[src/design/oms_pkg.sv]
// package of constants and types for the operating mode supervisor
package oms_pkg;

	// ----------------------------------------------------------------
	// clock and timing
	// ----------------------------------------------------------------
	localparam int unsigned CLK_FREQ_HZ = 40_000_000; // system clock rate
	localparam int unsigned FS_DWELL_MS = 100; // failsafe dwell time in ms
	localparam int unsigned OT_DELAY_MS = 1000; // overtemp restart delay in ms
	// cycle counts, plain products, cycles per ms exact at 40 MHz
	localparam int unsigned FS_DWELL_CYC = (CLK_FREQ_HZ / 1000) * FS_DWELL_MS;
	localparam int unsigned OT_DELAY_CYC = (CLK_FREQ_HZ / 1000) * OT_DELAY_MS;
	localparam int unsigned TMR_W = 26; // wide enough for one second

	// ----------------------------------------------------------------
	// mode field encodings of the mode command
	// ----------------------------------------------------------------
	localparam logic [1:0] MODE_CMD_NORMAL = 2'h0;
	localparam logic [1:0] MODE_CMD_SLEEP = 2'h1;
	localparam logic [1:0] MODE_CMD_STOP = 2'h2;
	localparam logic [1:0] MODE_CMD_SOFT_RESET = 2'h3;

	// cyclic timer source selections
	localparam logic [1:0] TSRC_FIRST_TIMER = 2'h0;
	localparam logic [1:0] TSRC_SECOND_TIMER = 2'h1;
	localparam logic [1:0] TSRC_SYNC_WAKE = 2'h2;

	// can transceiver states
	localparam logic [1:0] CAN_OFF = 2'h0;
	localparam logic [1:0] CAN_WAKE_CAP = 2'h1;
	localparam logic [1:0] CAN_ON = 2'h2;
	localparam logic [1:0] CAN_WOKEN = 2'h3;

	// operating modes, one hot
	typedef enum logic [5:0] {
		OMS_INIT = 6'b00_0001,
		OMS_NORMAL = 6'b00_0010,
		OMS_STOP = 6'b00_0100,
		OMS_SLEEP = 6'b00_1000,
		OMS_RESTART = 6'b01_0000,
		OMS_FAILSAFE = 6'b10_0000
	} oms_mode_type;

endpackage

[src/design/oms_sync.sv]
// three stage synchroniser with agreement filter for pin inputs
`timescale 1ns/1ps
module oms_sync (
	input wire logic clk,
	input wire logic resetn,
	input wire logic pin_in,
	output logic level_out
);
	// ----------------------------------------------------------------
	// synchroniser chain
	// ----------------------------------------------------------------
	logic s1_r; // first stage, read only by s2
	logic s2_r;
	logic s3_r;
	logic lvl_r; // accepted level
	logic lvl_nxt;

	// accept a change only when stages two and three agree
	always_comb begin
		lvl_nxt = lvl_r;
		if (s2_r == s3_r) begin
			lvl_nxt = s3_r;
		end
	end

	// registers only
	always_ff @(posedge clk or negedge resetn) begin
		if (!resetn) begin
			s1_r <= 1'b0;
			s2_r <= 1'b0;
			s3_r <= 1'b0;
			lvl_r <= 1'b0;
		end else begin
			s1_r <= pin_in;
			s2_r <= s1_r;
			s3_r <= s2_r;
			lvl_r <= lvl_nxt;
		end
	end

	assign level_out = lvl_r;
endmodule // oms_sync

[src/design/oms_timer.sv]
// down counter that signals expiry after a loadable number of cycles
`timescale 1ns/1ps
module oms_timer (
	input wire logic clk,
	input wire logic resetn,
	input wire logic start,
	input wire logic [25:0] load_val,
	output logic expired
);
	// ----------------------------------------------------------------
	// counter
	// ----------------------------------------------------------------
	logic [25:0] cnt_r; // cycles left
	logic [25:0] cnt_nxt;
	logic run_r; // counting
	logic run_nxt;

	// restart on start, otherwise count down to zero
	always_comb begin
		cnt_nxt = cnt_r;
		run_nxt = run_r;
		if (start) begin
			cnt_nxt = load_val;
			run_nxt = 1'b1;
		end else if (run_r && cnt_r != 26'h000_0000) begin
			cnt_nxt = cnt_r - 26'h000_0001;
		end
	end

	always_ff @(posedge clk or negedge resetn) begin
		if (!resetn) begin
			cnt_r <= 26'h000_0000;
			run_r <= 1'b0;
		end else begin
			cnt_r <= cnt_nxt;
			run_r <= run_nxt;
		end
	end

	// level while counted out and not restarting
	assign expired = run_r && (cnt_r == 26'h000_0000) && !start;
endmodule // oms_timer

[src/design/oms_supervisor.sv]
// operating mode supervisor: mode state and per-function enables
//
// Functional notes
// - normal: regulator on, functions software controlled
// - normal: cyclic sense source selectable
// - normal: cyclic wake uses timer one/two
// - stop: regulator on in low power
// - stop: filter writes, flag spi error
// - stop: wakes raise interrupt, no mode change
// - stop: configs held, bridge/pump off
// - stop/sleep: low-side stages still allowed
// - sleep: regulator, watchdog, bridge off
// - reset output low during restart
// - restart: functions off, regulator on
// - restart: can woken, wake-capable or off
// - failsafe: everything off, can wake-capable
// - failsafe entry: arm wakes, clear flags
// - failsafe entry: drive fail output if configured
// - failsafe: 100ms dwell, stored wakes restart
// - overtemp: restart after cool plus 1s
// - failsafe entry disables parking braking
// - soft reset returns init, reloads registers
// - stop to sleep rejected, error, restart
`timescale 1ns/1ps
module oms_supervisor
	import oms_pkg::*;
#(
	parameter int unsigned FS_DWELL = FS_DWELL_CYC, // failsafe dwell cycles
	parameter int unsigned OT_DELAY = OT_DELAY_CYC // overtemp restart cycles
) (
	input wire logic clk,
	input wire logic resetn,
	// spi command decoded by the spi front end
	input wire logic cmd_valid,
	input wire logic cmd_is_write,
	input wire logic cmd_is_mode,
	input wire logic [1:0] cmd_mode,
	input wire logic cmd_is_wd_refresh,
	input wire logic cmd_is_status_access,
	output logic cmd_accept,
	output logic spi_error_set,
	output logic soft_reset_load,
	// failure entries from supervision
	input wire logic fail_to_restart,
	input wire logic fail_to_failsafe,
	// software configuration bits
	input wire logic cfg_watchdog_unit,
	input wire logic cfg_high_side_switches,
	input wire logic cfg_bridge_drivers,
	input wire logic [1:0] cfg_can,
	input wire logic cfg_cyc_sense,
	input wire logic [1:0] cfg_sense_src,
	input wire logic cfg_cyc_wake,
	input wire logic cfg_wake_src,
	input wire logic cfg_wk2_is_fail_out,
	input wire logic lowside_request,
	// pins and analog flags from outside the clock domain
	input wire logic can_wake_pin,
	input wire logic wake_inputs_pin,
	input wire logic regulator_overtemp_shutdown,
	input wire logic lowside_short_evt,
	input wire logic ov_brake_evt,
	// outputs
	output logic main_regulator_en,
	output logic main_regulator_lowpwr,
	output logic watchdog_unit_en,
	output logic high_side_switches_en,
	output logic bridge_drivers_en,
	output logic charge_pump_unit_en,
	output logic lowside_stage_en,
	output logic [1:0] can_state,
	output logic cyc_sense_en,
	output logic [1:0] cyc_sense_src,
	output logic cyc_wake_en,
	output logic cyc_wake_src,
	output logic cfg_hold,
	output logic wake_src_arm,
	output logic wake_flags_clear,
	output logic fail_output_pin,
	output logic parking_brake_disable,
	output logic stop_event_irq,
	output logic reset_out_n,
	output oms_mode_type mode
);
	// ----------------------------------------------------------------
	// synchronised inputs
	// ----------------------------------------------------------------
	logic can_wake_s; // bus wake level
	logic wk_s; // wake inputs level
	logic ot_s; // overtemp level
	logic ls_s; // low-side short
	logic ovb_s; // overvoltage brake

	oms_sync u_sync_can (.clk(clk), .resetn(resetn), .pin_in(can_wake_pin),
		.level_out(can_wake_s));
	oms_sync u_sync_wk (.clk(clk), .resetn(resetn), .pin_in(wake_inputs_pin),
		.level_out(wk_s));
	oms_sync u_sync_ot (.clk(clk), .resetn(resetn), .pin_in(regulator_overtemp_shutdown),
		.level_out(ot_s));
	oms_sync u_sync_ls (.clk(clk), .resetn(resetn), .pin_in(lowside_short_evt),
		.level_out(ls_s));
	oms_sync u_sync_ovb (.clk(clk), .resetn(resetn), .pin_in(ov_brake_evt),
		.level_out(ovb_s));

	// ----------------------------------------------------------------
	// mode state
	// ----------------------------------------------------------------
	oms_mode_type mode_r; // current operating mode
	oms_mode_type mode_nxt;
	logic wake_store_r; // wake seen in failsafe
	logic wake_store_nxt;
	logic ot_seen_r; // failsafe entered by overtemp
	logic ot_seen_nxt;
	logic can_woken_r; // bus wake in restart
	logic can_woken_nxt;
	logic fs_entry; // one cycle on failsafe entry
	logic fs_start; // dwell timer start
	logic ot_start; // overtemp filter start
	logic dwell_done;
	logic ot_done;
	logic ot_cool_r; // previous overtemp level
	logic wake_any;
	logic write_ok; // write allowed in stop

	assign wake_any = can_wake_s | wk_s;

	// dwell timer, restarted at every failsafe entry
	oms_timer u_dwell (.clk(clk), .resetn(resetn), .start(fs_start),
		.load_val(26'(FS_DWELL)), .expired(dwell_done));
	// overtemp filter restarts on the cooling edge
	oms_timer u_otf (.clk(clk), .resetn(resetn), .start(ot_start),
		.load_val(26'(OT_DELAY)), .expired(ot_done));

	assign write_ok = cmd_is_status_access || cmd_is_wd_refresh ||
		(cmd_is_mode && (cmd_mode == MODE_CMD_NORMAL || cmd_mode == MODE_CMD_SOFT_RESET));

	// next mode and command answer
	always_comb begin
		mode_nxt = mode_r;
		wake_store_nxt = wake_store_r;
		ot_seen_nxt = ot_seen_r;
		can_woken_nxt = can_woken_r;
		spi_error_set = 1'b0;
		soft_reset_load = 1'b0;
		cmd_accept = 1'b0;
		fs_entry = 1'b0;
		case (mode_r)
			OMS_INIT: begin
				// any command leaves init
				if (cmd_valid) begin
					cmd_accept = 1'b1;
					mode_nxt = OMS_NORMAL;
					if (cmd_is_mode && cmd_mode == MODE_CMD_SLEEP) begin
						spi_error_set = 1'b1;
					end
				end
			end
			OMS_NORMAL: begin
				if (cmd_valid) begin
					cmd_accept = 1'b1;
					if (cmd_is_write && cmd_is_mode) begin
						case (cmd_mode)
							MODE_CMD_STOP: mode_nxt = OMS_STOP;
							MODE_CMD_SLEEP: mode_nxt = OMS_SLEEP;
							MODE_CMD_SOFT_RESET: begin
								mode_nxt = OMS_INIT;
								soft_reset_load = 1'b1;
							end
							default: mode_nxt = OMS_NORMAL;
						endcase
					end
				end
			end
			OMS_STOP: begin
				if (cmd_valid) begin
					if (cmd_is_write && cmd_is_mode && cmd_mode == MODE_CMD_SLEEP) begin
						spi_error_set = 1'b1;
						mode_nxt = OMS_RESTART;
					end else if (cmd_is_write && !write_ok) begin
						spi_error_set = 1'b1;
					end else begin
						cmd_accept = 1'b1;
						if (cmd_is_write && cmd_is_mode && cmd_mode == MODE_CMD_NORMAL) begin
							mode_nxt = OMS_NORMAL;
						end else if (cmd_is_write && cmd_is_mode &&
							cmd_mode == MODE_CMD_SOFT_RESET) begin
							mode_nxt = OMS_INIT;
							soft_reset_load = 1'b1;
						end
					end
				end
			end
			OMS_SLEEP: begin
				if (can_wake_s) begin
					can_woken_nxt = 1'b1;
				end
				// wake leaves sleep through restart
				if (wake_any) begin
					mode_nxt = OMS_RESTART;
				end
			end
			OMS_RESTART: begin
				if (can_wake_s) begin
					can_woken_nxt = 1'b1;
				end
				if (cmd_valid) begin
					cmd_accept = 1'b1;
				end
				if (!fail_to_restart) begin
					mode_nxt = OMS_NORMAL;
					can_woken_nxt = 1'b0;
				end
			end
			OMS_FAILSAFE: begin
				if (can_wake_s) begin
					can_woken_nxt = 1'b1;
				end
				if (wake_any) begin
					wake_store_nxt = 1'b1;
				end
				if (dwell_done && (wake_store_r || wake_any)) begin
					mode_nxt = OMS_RESTART;
					wake_store_nxt = 1'b0;
					ot_seen_nxt = 1'b0;
				end else if (ot_seen_r && ot_done && !ot_s) begin
					mode_nxt = OMS_RESTART;
					ot_seen_nxt = 1'b0;
				end
			end
			default: mode_nxt = OMS_INIT;
		endcase
		// failures override command outcome, failsafe first
		if (fail_to_failsafe || ot_s) begin
			if (mode_r != OMS_FAILSAFE) begin
				fs_entry = 1'b1;
				wake_store_nxt = 1'b0;
				can_woken_nxt = 1'b0;
			end
			if (ot_s) begin
				ot_seen_nxt = 1'b1;
			end
			mode_nxt = OMS_FAILSAFE;
		end else if (fail_to_restart && mode_r != OMS_FAILSAFE && mode_r != OMS_INIT) begin
			mode_nxt = OMS_RESTART;
		end
	end

	assign fs_start = fs_entry;
	// cooling edge start
	// only the falling overtemp level loads the filter, so a hot spell never counts
	assign ot_start = ot_seen_r && ot_cool_r && !ot_s;

	always_ff @(posedge clk or negedge resetn) begin
		if (!resetn) begin
			mode_r <= OMS_INIT;
			wake_store_r <= 1'b0;
			ot_seen_r <= 1'b0;
			can_woken_r <= 1'b0;
			ot_cool_r <= 1'b0;
		end else begin
			mode_r <= mode_nxt;
			wake_store_r <= wake_store_nxt;
			ot_seen_r <= ot_seen_nxt;
			can_woken_r <= can_woken_nxt;
			ot_cool_r <= ot_s;
		end
	end

	// ----------------------------------------------------------------
	// per-function decode
	// ----------------------------------------------------------------
	logic in_norm; // configurable
	logic in_hold; // stop or sleep
	assign in_norm = mode_r == OMS_NORMAL;
	assign in_hold = mode_r == OMS_STOP || mode_r == OMS_SLEEP;

	assign main_regulator_en = mode_r != OMS_SLEEP && mode_r != OMS_FAILSAFE;
	assign main_regulator_lowpwr = mode_r == OMS_STOP;
	assign watchdog_unit_en = (in_norm || mode_r == OMS_STOP) && cfg_watchdog_unit;
	assign high_side_switches_en = (in_norm || in_hold) && cfg_high_side_switches;
	// bridge and pump in normal only
	assign bridge_drivers_en = in_norm && cfg_bridge_drivers;
	assign charge_pump_unit_en = in_norm && cfg_bridge_drivers;
	assign lowside_stage_en = (in_norm || in_hold) && lowside_request;
	assign cyc_sense_en = (in_norm || in_hold) && cfg_cyc_sense;
	assign cyc_sense_src = cfg_sense_src;
	assign cyc_wake_en = (in_norm || in_hold) && cfg_cyc_wake;
	assign cyc_wake_src = cfg_wake_src;
	assign cfg_hold = in_hold;
	assign wake_src_arm = mode_r == OMS_FAILSAFE;
	assign wake_flags_clear = fs_entry;
	assign fail_output_pin = mode_r == OMS_FAILSAFE && cfg_wk2_is_fail_out;
	assign parking_brake_disable = mode_r == OMS_FAILSAFE;
	assign stop_event_irq = mode_r == OMS_STOP && (wake_any || ls_s || ovb_s);
	assign reset_out_n = mode_r != OMS_RESTART;
	assign mode = mode_r;

	always_comb begin
		case (mode_r)
			OMS_NORMAL: can_state = cfg_can;
			OMS_STOP: can_state = cfg_can;
			OMS_SLEEP: can_state = (cfg_can == CAN_OFF) ? CAN_OFF : CAN_WAKE_CAP;
			OMS_RESTART: can_state = can_woken_r ? CAN_WOKEN :
				((cfg_can == CAN_OFF) ? CAN_OFF : CAN_WAKE_CAP);
			OMS_FAILSAFE: can_state = CAN_WAKE_CAP;
			default: can_state = CAN_OFF;
		endcase
	end
endmodule // oms_supervisor

[config.mk]
export PLATFORM = sky130hd
export DESIGN_NAME = oms_supervisor
export DESIGN_NICKNAME = d
export VERILOG_FILES = /design/src/design/oms_pkg.sv /design/src/design/oms_sync.sv /design/src/design/oms_timer.sv /design/src/design/oms_supervisor.sv
export SDC_FILE = /design/constraint.sdc
export NUM_CORES = 1
export LEC_CHECK = 0
export BUFFER_PORTS_ARGS = -buffer_cell sky130_fd_sc_hd__buf_2
export CORE_MARGIN = 5
export CORE_UTILIZATION = 59
export CTS_CLUSTER_DIAMETER = 100
export DETAILED_ROUTE_END_ITERATION = 10
export GPL_TIMING_DRIVEN = 0
export PLACE_DENSITY = 0.81
export SLEW_MARGIN = 20
export SYNTH_ARGS = -nofsm -noshare
export SYNTH_HDL_FRONTEND = slang
export SYNTH_HIERARCHICAL = 1
export SYNTH_SLANG_ARGS = --single-unit
export TNS_END_PERCENT = 5
[constraint.sdc]
create_clock -name clk -period 3.34 [get_ports clk]
set_input_delay 0.334 -clock clk [delete_from_list [all_inputs] [get_ports clk]]
set_output_delay 0.334 -clock clk [all_outputs]
set_load 0.05 [all_outputs]
==> impl_metrics.tcl <==
set metrics [dict create \
    setup_viol_count_final 0 \
    drtIter0Drc 194 \
    wire_per_inst_um 14.9 \
    ir_worst_vdd_mv 0.249 \
    antenna_found_initial 0 \
    whs_ns 0.00809 \
    globalRouteOverflowTotal 0 \
    ctsResizeCount 1 \
    min_period_over_period 0.955 \
    clk_latency_ns 0.35 \
    reg2reg_slack_ns 0.15 \
    hpwl_um 8280 \
    path_max_fanout 10 \
    tightestPinTransition_ns 0.664 \
    yosysSeqAreaShare 0.425 \
    dieHeight_um 102 \
    synth-edff-count 0 \
    layout.nets 677 \
    ys_types 80 \
    cts_sinks 84 \
    die-area_um2 10300 \
    yosysTopAreaCell "dfrtp_1" \
    numPortBuffers 54 \
    skew_ns 0.00786 \
    avgSynthCellArea_um2 9.38 \
    placementRows 33 \
    arrival_ns 3.43 \
    synth_top_area_frac 0.420 \
    grt_max_degree 50 \
    viasPerCell 5.74 \
    cts_made_buffers 9 \
    ys_ff_latch 84 \
    slew_headroom 0.553 \
    start_util 0.605 \
    drive_gt1_frac 0.190 \
    drtAntennaViolNets 0 \
    grt_usage 0.229 \
    critical_path_class "reg -> reg" \
    drv_slew 0 \
    synth_area_um2 4940 \
    min_period_ns 3.19 \
    ys_warn_count 6 \
    powerDensity_nw_per_um2 595 \
    pre_cts_ws_ns -0.0859 \
    clk_pin_slew_ns 0.08 \
    ys_top_cells_by_area "dfrtp_1 (42%), xor2_1 (4.6%), nand2_1 (4.1%)" \
    power_w 0.00342 \
    num_vias 4313 \
    dr.pass1.iters 4 \
    r2r-start "u_otf/cnt_r[15]$_DFFE_PN0P_" \
    status "complete, no violations" \
    ys_dominant_reg_cell "dfrtp_1" \
    hp-class "in -> async" \
    cts_tree "built" \
    wirelength_um 11200 \
    finish.cell_count_without_fillers 751 \
    hold_viol 0 \
    synthArstFlopShare 1.00 \
    grt_setup_unrepaired "no" \
    place_congestion 0.885 \
    die_w_um 102 \
    ff2ff_path_depth 9 \
    cp-end-kind "flip-flop" \
    clk_path_buf_depth 2 \
    synthCells 527 \
    fill_cells 656 \
    drv_cap 0 \
    grt_pass1_vias 4112 \
    worst_ep_required_time_ns 3.58 \
    post-place-cells 737 \
    core-area_um2 8180 \
    antennaDiodeCount 0 \
    post-route-util 0.703 \
    max_freq_mhz 313 \
    startpoint_type "flip-flop" \
    post-cts-setup-buffer-count 0 \
    hold_buffers 0 \
    syn2layout_area_growth_pct 16.3 \
    cts-root-buf "clkbuf_8" \
    pin_count 58 \
    drc_errors 0 \
    fin_ws_ns 0.150 \
    htreeDepth 3 \
    power.leakage_nw 2.39 \
    grt_first_pass_wirelength_um 19000 \
    reg2reg_to "mode[5]$_DFFE_PN0P_" \
]
-- Yosys cell counts, drive strengths merged (3+ instances only) --
cell type  count
inv           15
o31ai          4
nor4          17
and2          12
xnor2         14
nor3          25
a211oi         7
a21oi         14
nor2b          5
or2            8
nor4b          5
maj3           5
nand3b         3
and4           3
nand3         18
o211ai        10
dfrtp         83
or4            7
nand2         54
or3            9
mux2           7
ha             7
buf           11
nor2          27
xor2          26
o21ai         53
clkbuf        18
nand4          7
a2111oi        4
a31oi          4
nor3b          4
and3           6
-- layer usage --
| metal | wire length, um | share of wire | vias up | track usage |
|---|---|---|---|---|
| li1 | - | - | 2104 | - |
| met1 | 4970 | 0.44 | 2043 | 0.314 |
| met2 | 5310 | 0.47 | 148 | 0.374 |
| met3 | 790 | 0.070 | 18 | 0.0455 |
| met4 | 165 | 0.015 | 0 | 0.0603 |
| met5 | 0 | 0 | - | 0 |
-- stage by stage --
stage / instance area [um^2] / setup TNS [ns]
after floorplan: 5150 / -0.0503
final: 5750 / 0
after detailed placement: 5570 / -0.0859
after global routing: 5750 / 0
after global placement: 5550 / -0.0506
after CTS: 5740 / 0
-- report_power, final --
group	leakage, nW	switching, W	internal [W]
Clock	0.0852	0.000347	0.000285
Sequential	0.991	0.000345	0.00130
Combinational	1.31	0.000656	0.000491
Total	2.39	0.00135	0.00207
-- worst max-delay path, cell delays in order, from the launching register on --
cell and delay [ns]:
dfrtp_1 0.42, nor4_1 0.62, nand3_1 0.41, clkbuf_1 0.37, nor2_1 0.20, and3_1 0.19
a31oi_1 0.11, a21boi_2 0.30, nand2_1 0.11, a311o_1 0.35
-- placed cells by master (no fill, tap or decap), drive strengths merged, types with 3 or more instances in the layout --
cell type	n
inv	14
nor3	25
o31ai	4
o211ai	10
conb	52
a2111oi	4
xor2	26
clkinv	3
nand3b	3
nor2b	5
a21oi	14
nor4	17
nand4	7
maj3	5
nand2	54
a211oi	7
nor4b	5
buf	66
xnor2	14
nor2	27
dfrtp	83
mux2	7
or4	7
clkbuf	28
and3	6
a31oi	4
nand3	18
or3	9
ha	7
or2	8
and4	3
nor3b	4
and2	12
o21ai	53
-- worst max path at each step --
| stage | start | to | slack (ns) | cells past startpoint |
|---|---|---|---|---|
| 6_report | u_otf/cnt_r[15]$_DFFE_PN0P_ | mode[5]$_DFFE_PN0P_ | 0.15 | 9 |
| 5_1_grt | u_otf/cnt_r[15]$_DFFE_PN0P_ | mode[5]$_DFFE_PN0P_ | 0.04 | 9 |
| 3_5_place_dp | mode[2]$_DFFE_PN0P_ | mode[5]$_DFFE_PN0P_ | -0.09 | 12 |
| 2_1_floorplan | mode[1]$_DFFE_PN0P_ | mode[5]$_DFFE_PN0P_ | -0.03 | 13 |
| 3_3_place_gp | mode[1]$_DFFE_PN0P_ | mode[5]$_DFFE_PN0P_ | -0.05 | 13 |
| 4_1_cts | mode[2]$_DFFE_PN0P_ | mode[5]$_DFFE_PN0P_ | 0.01 | 12 |
-- cell type report --
cell class,instances,area (um^2),share of cell area
Sequential cell,84,2100,0.366
Clock inverter,4,26.3,0.00457
Inverter,15,60.1,0.0104
Tap cell,105,131,0.0229
Buffer,28,140,0.0244
Clock buffer,11,141,0.0246
Timing Repair Buffer,55,293,0.0509
Multi-Input combinational cell,449,2850,0.496
-- logic make-up (layout without fill, tap and decap cells) --
group,count (synthesis),after routing,synth area share
AO/OA/AOI/OAI,120,120,0.159
AND/OR/NAND/NOR,216,216,0.253
XOR/XNOR,40,40,0.0709
adder cells (fa/ha/maj),12,12,0.0291
buffers and inverters,44,113,0.0402
other,2,52,0.00152
multiplexers,9,9,0.0200
flip-flops,84,84,0.425
(Power assumes the default switching activity.)
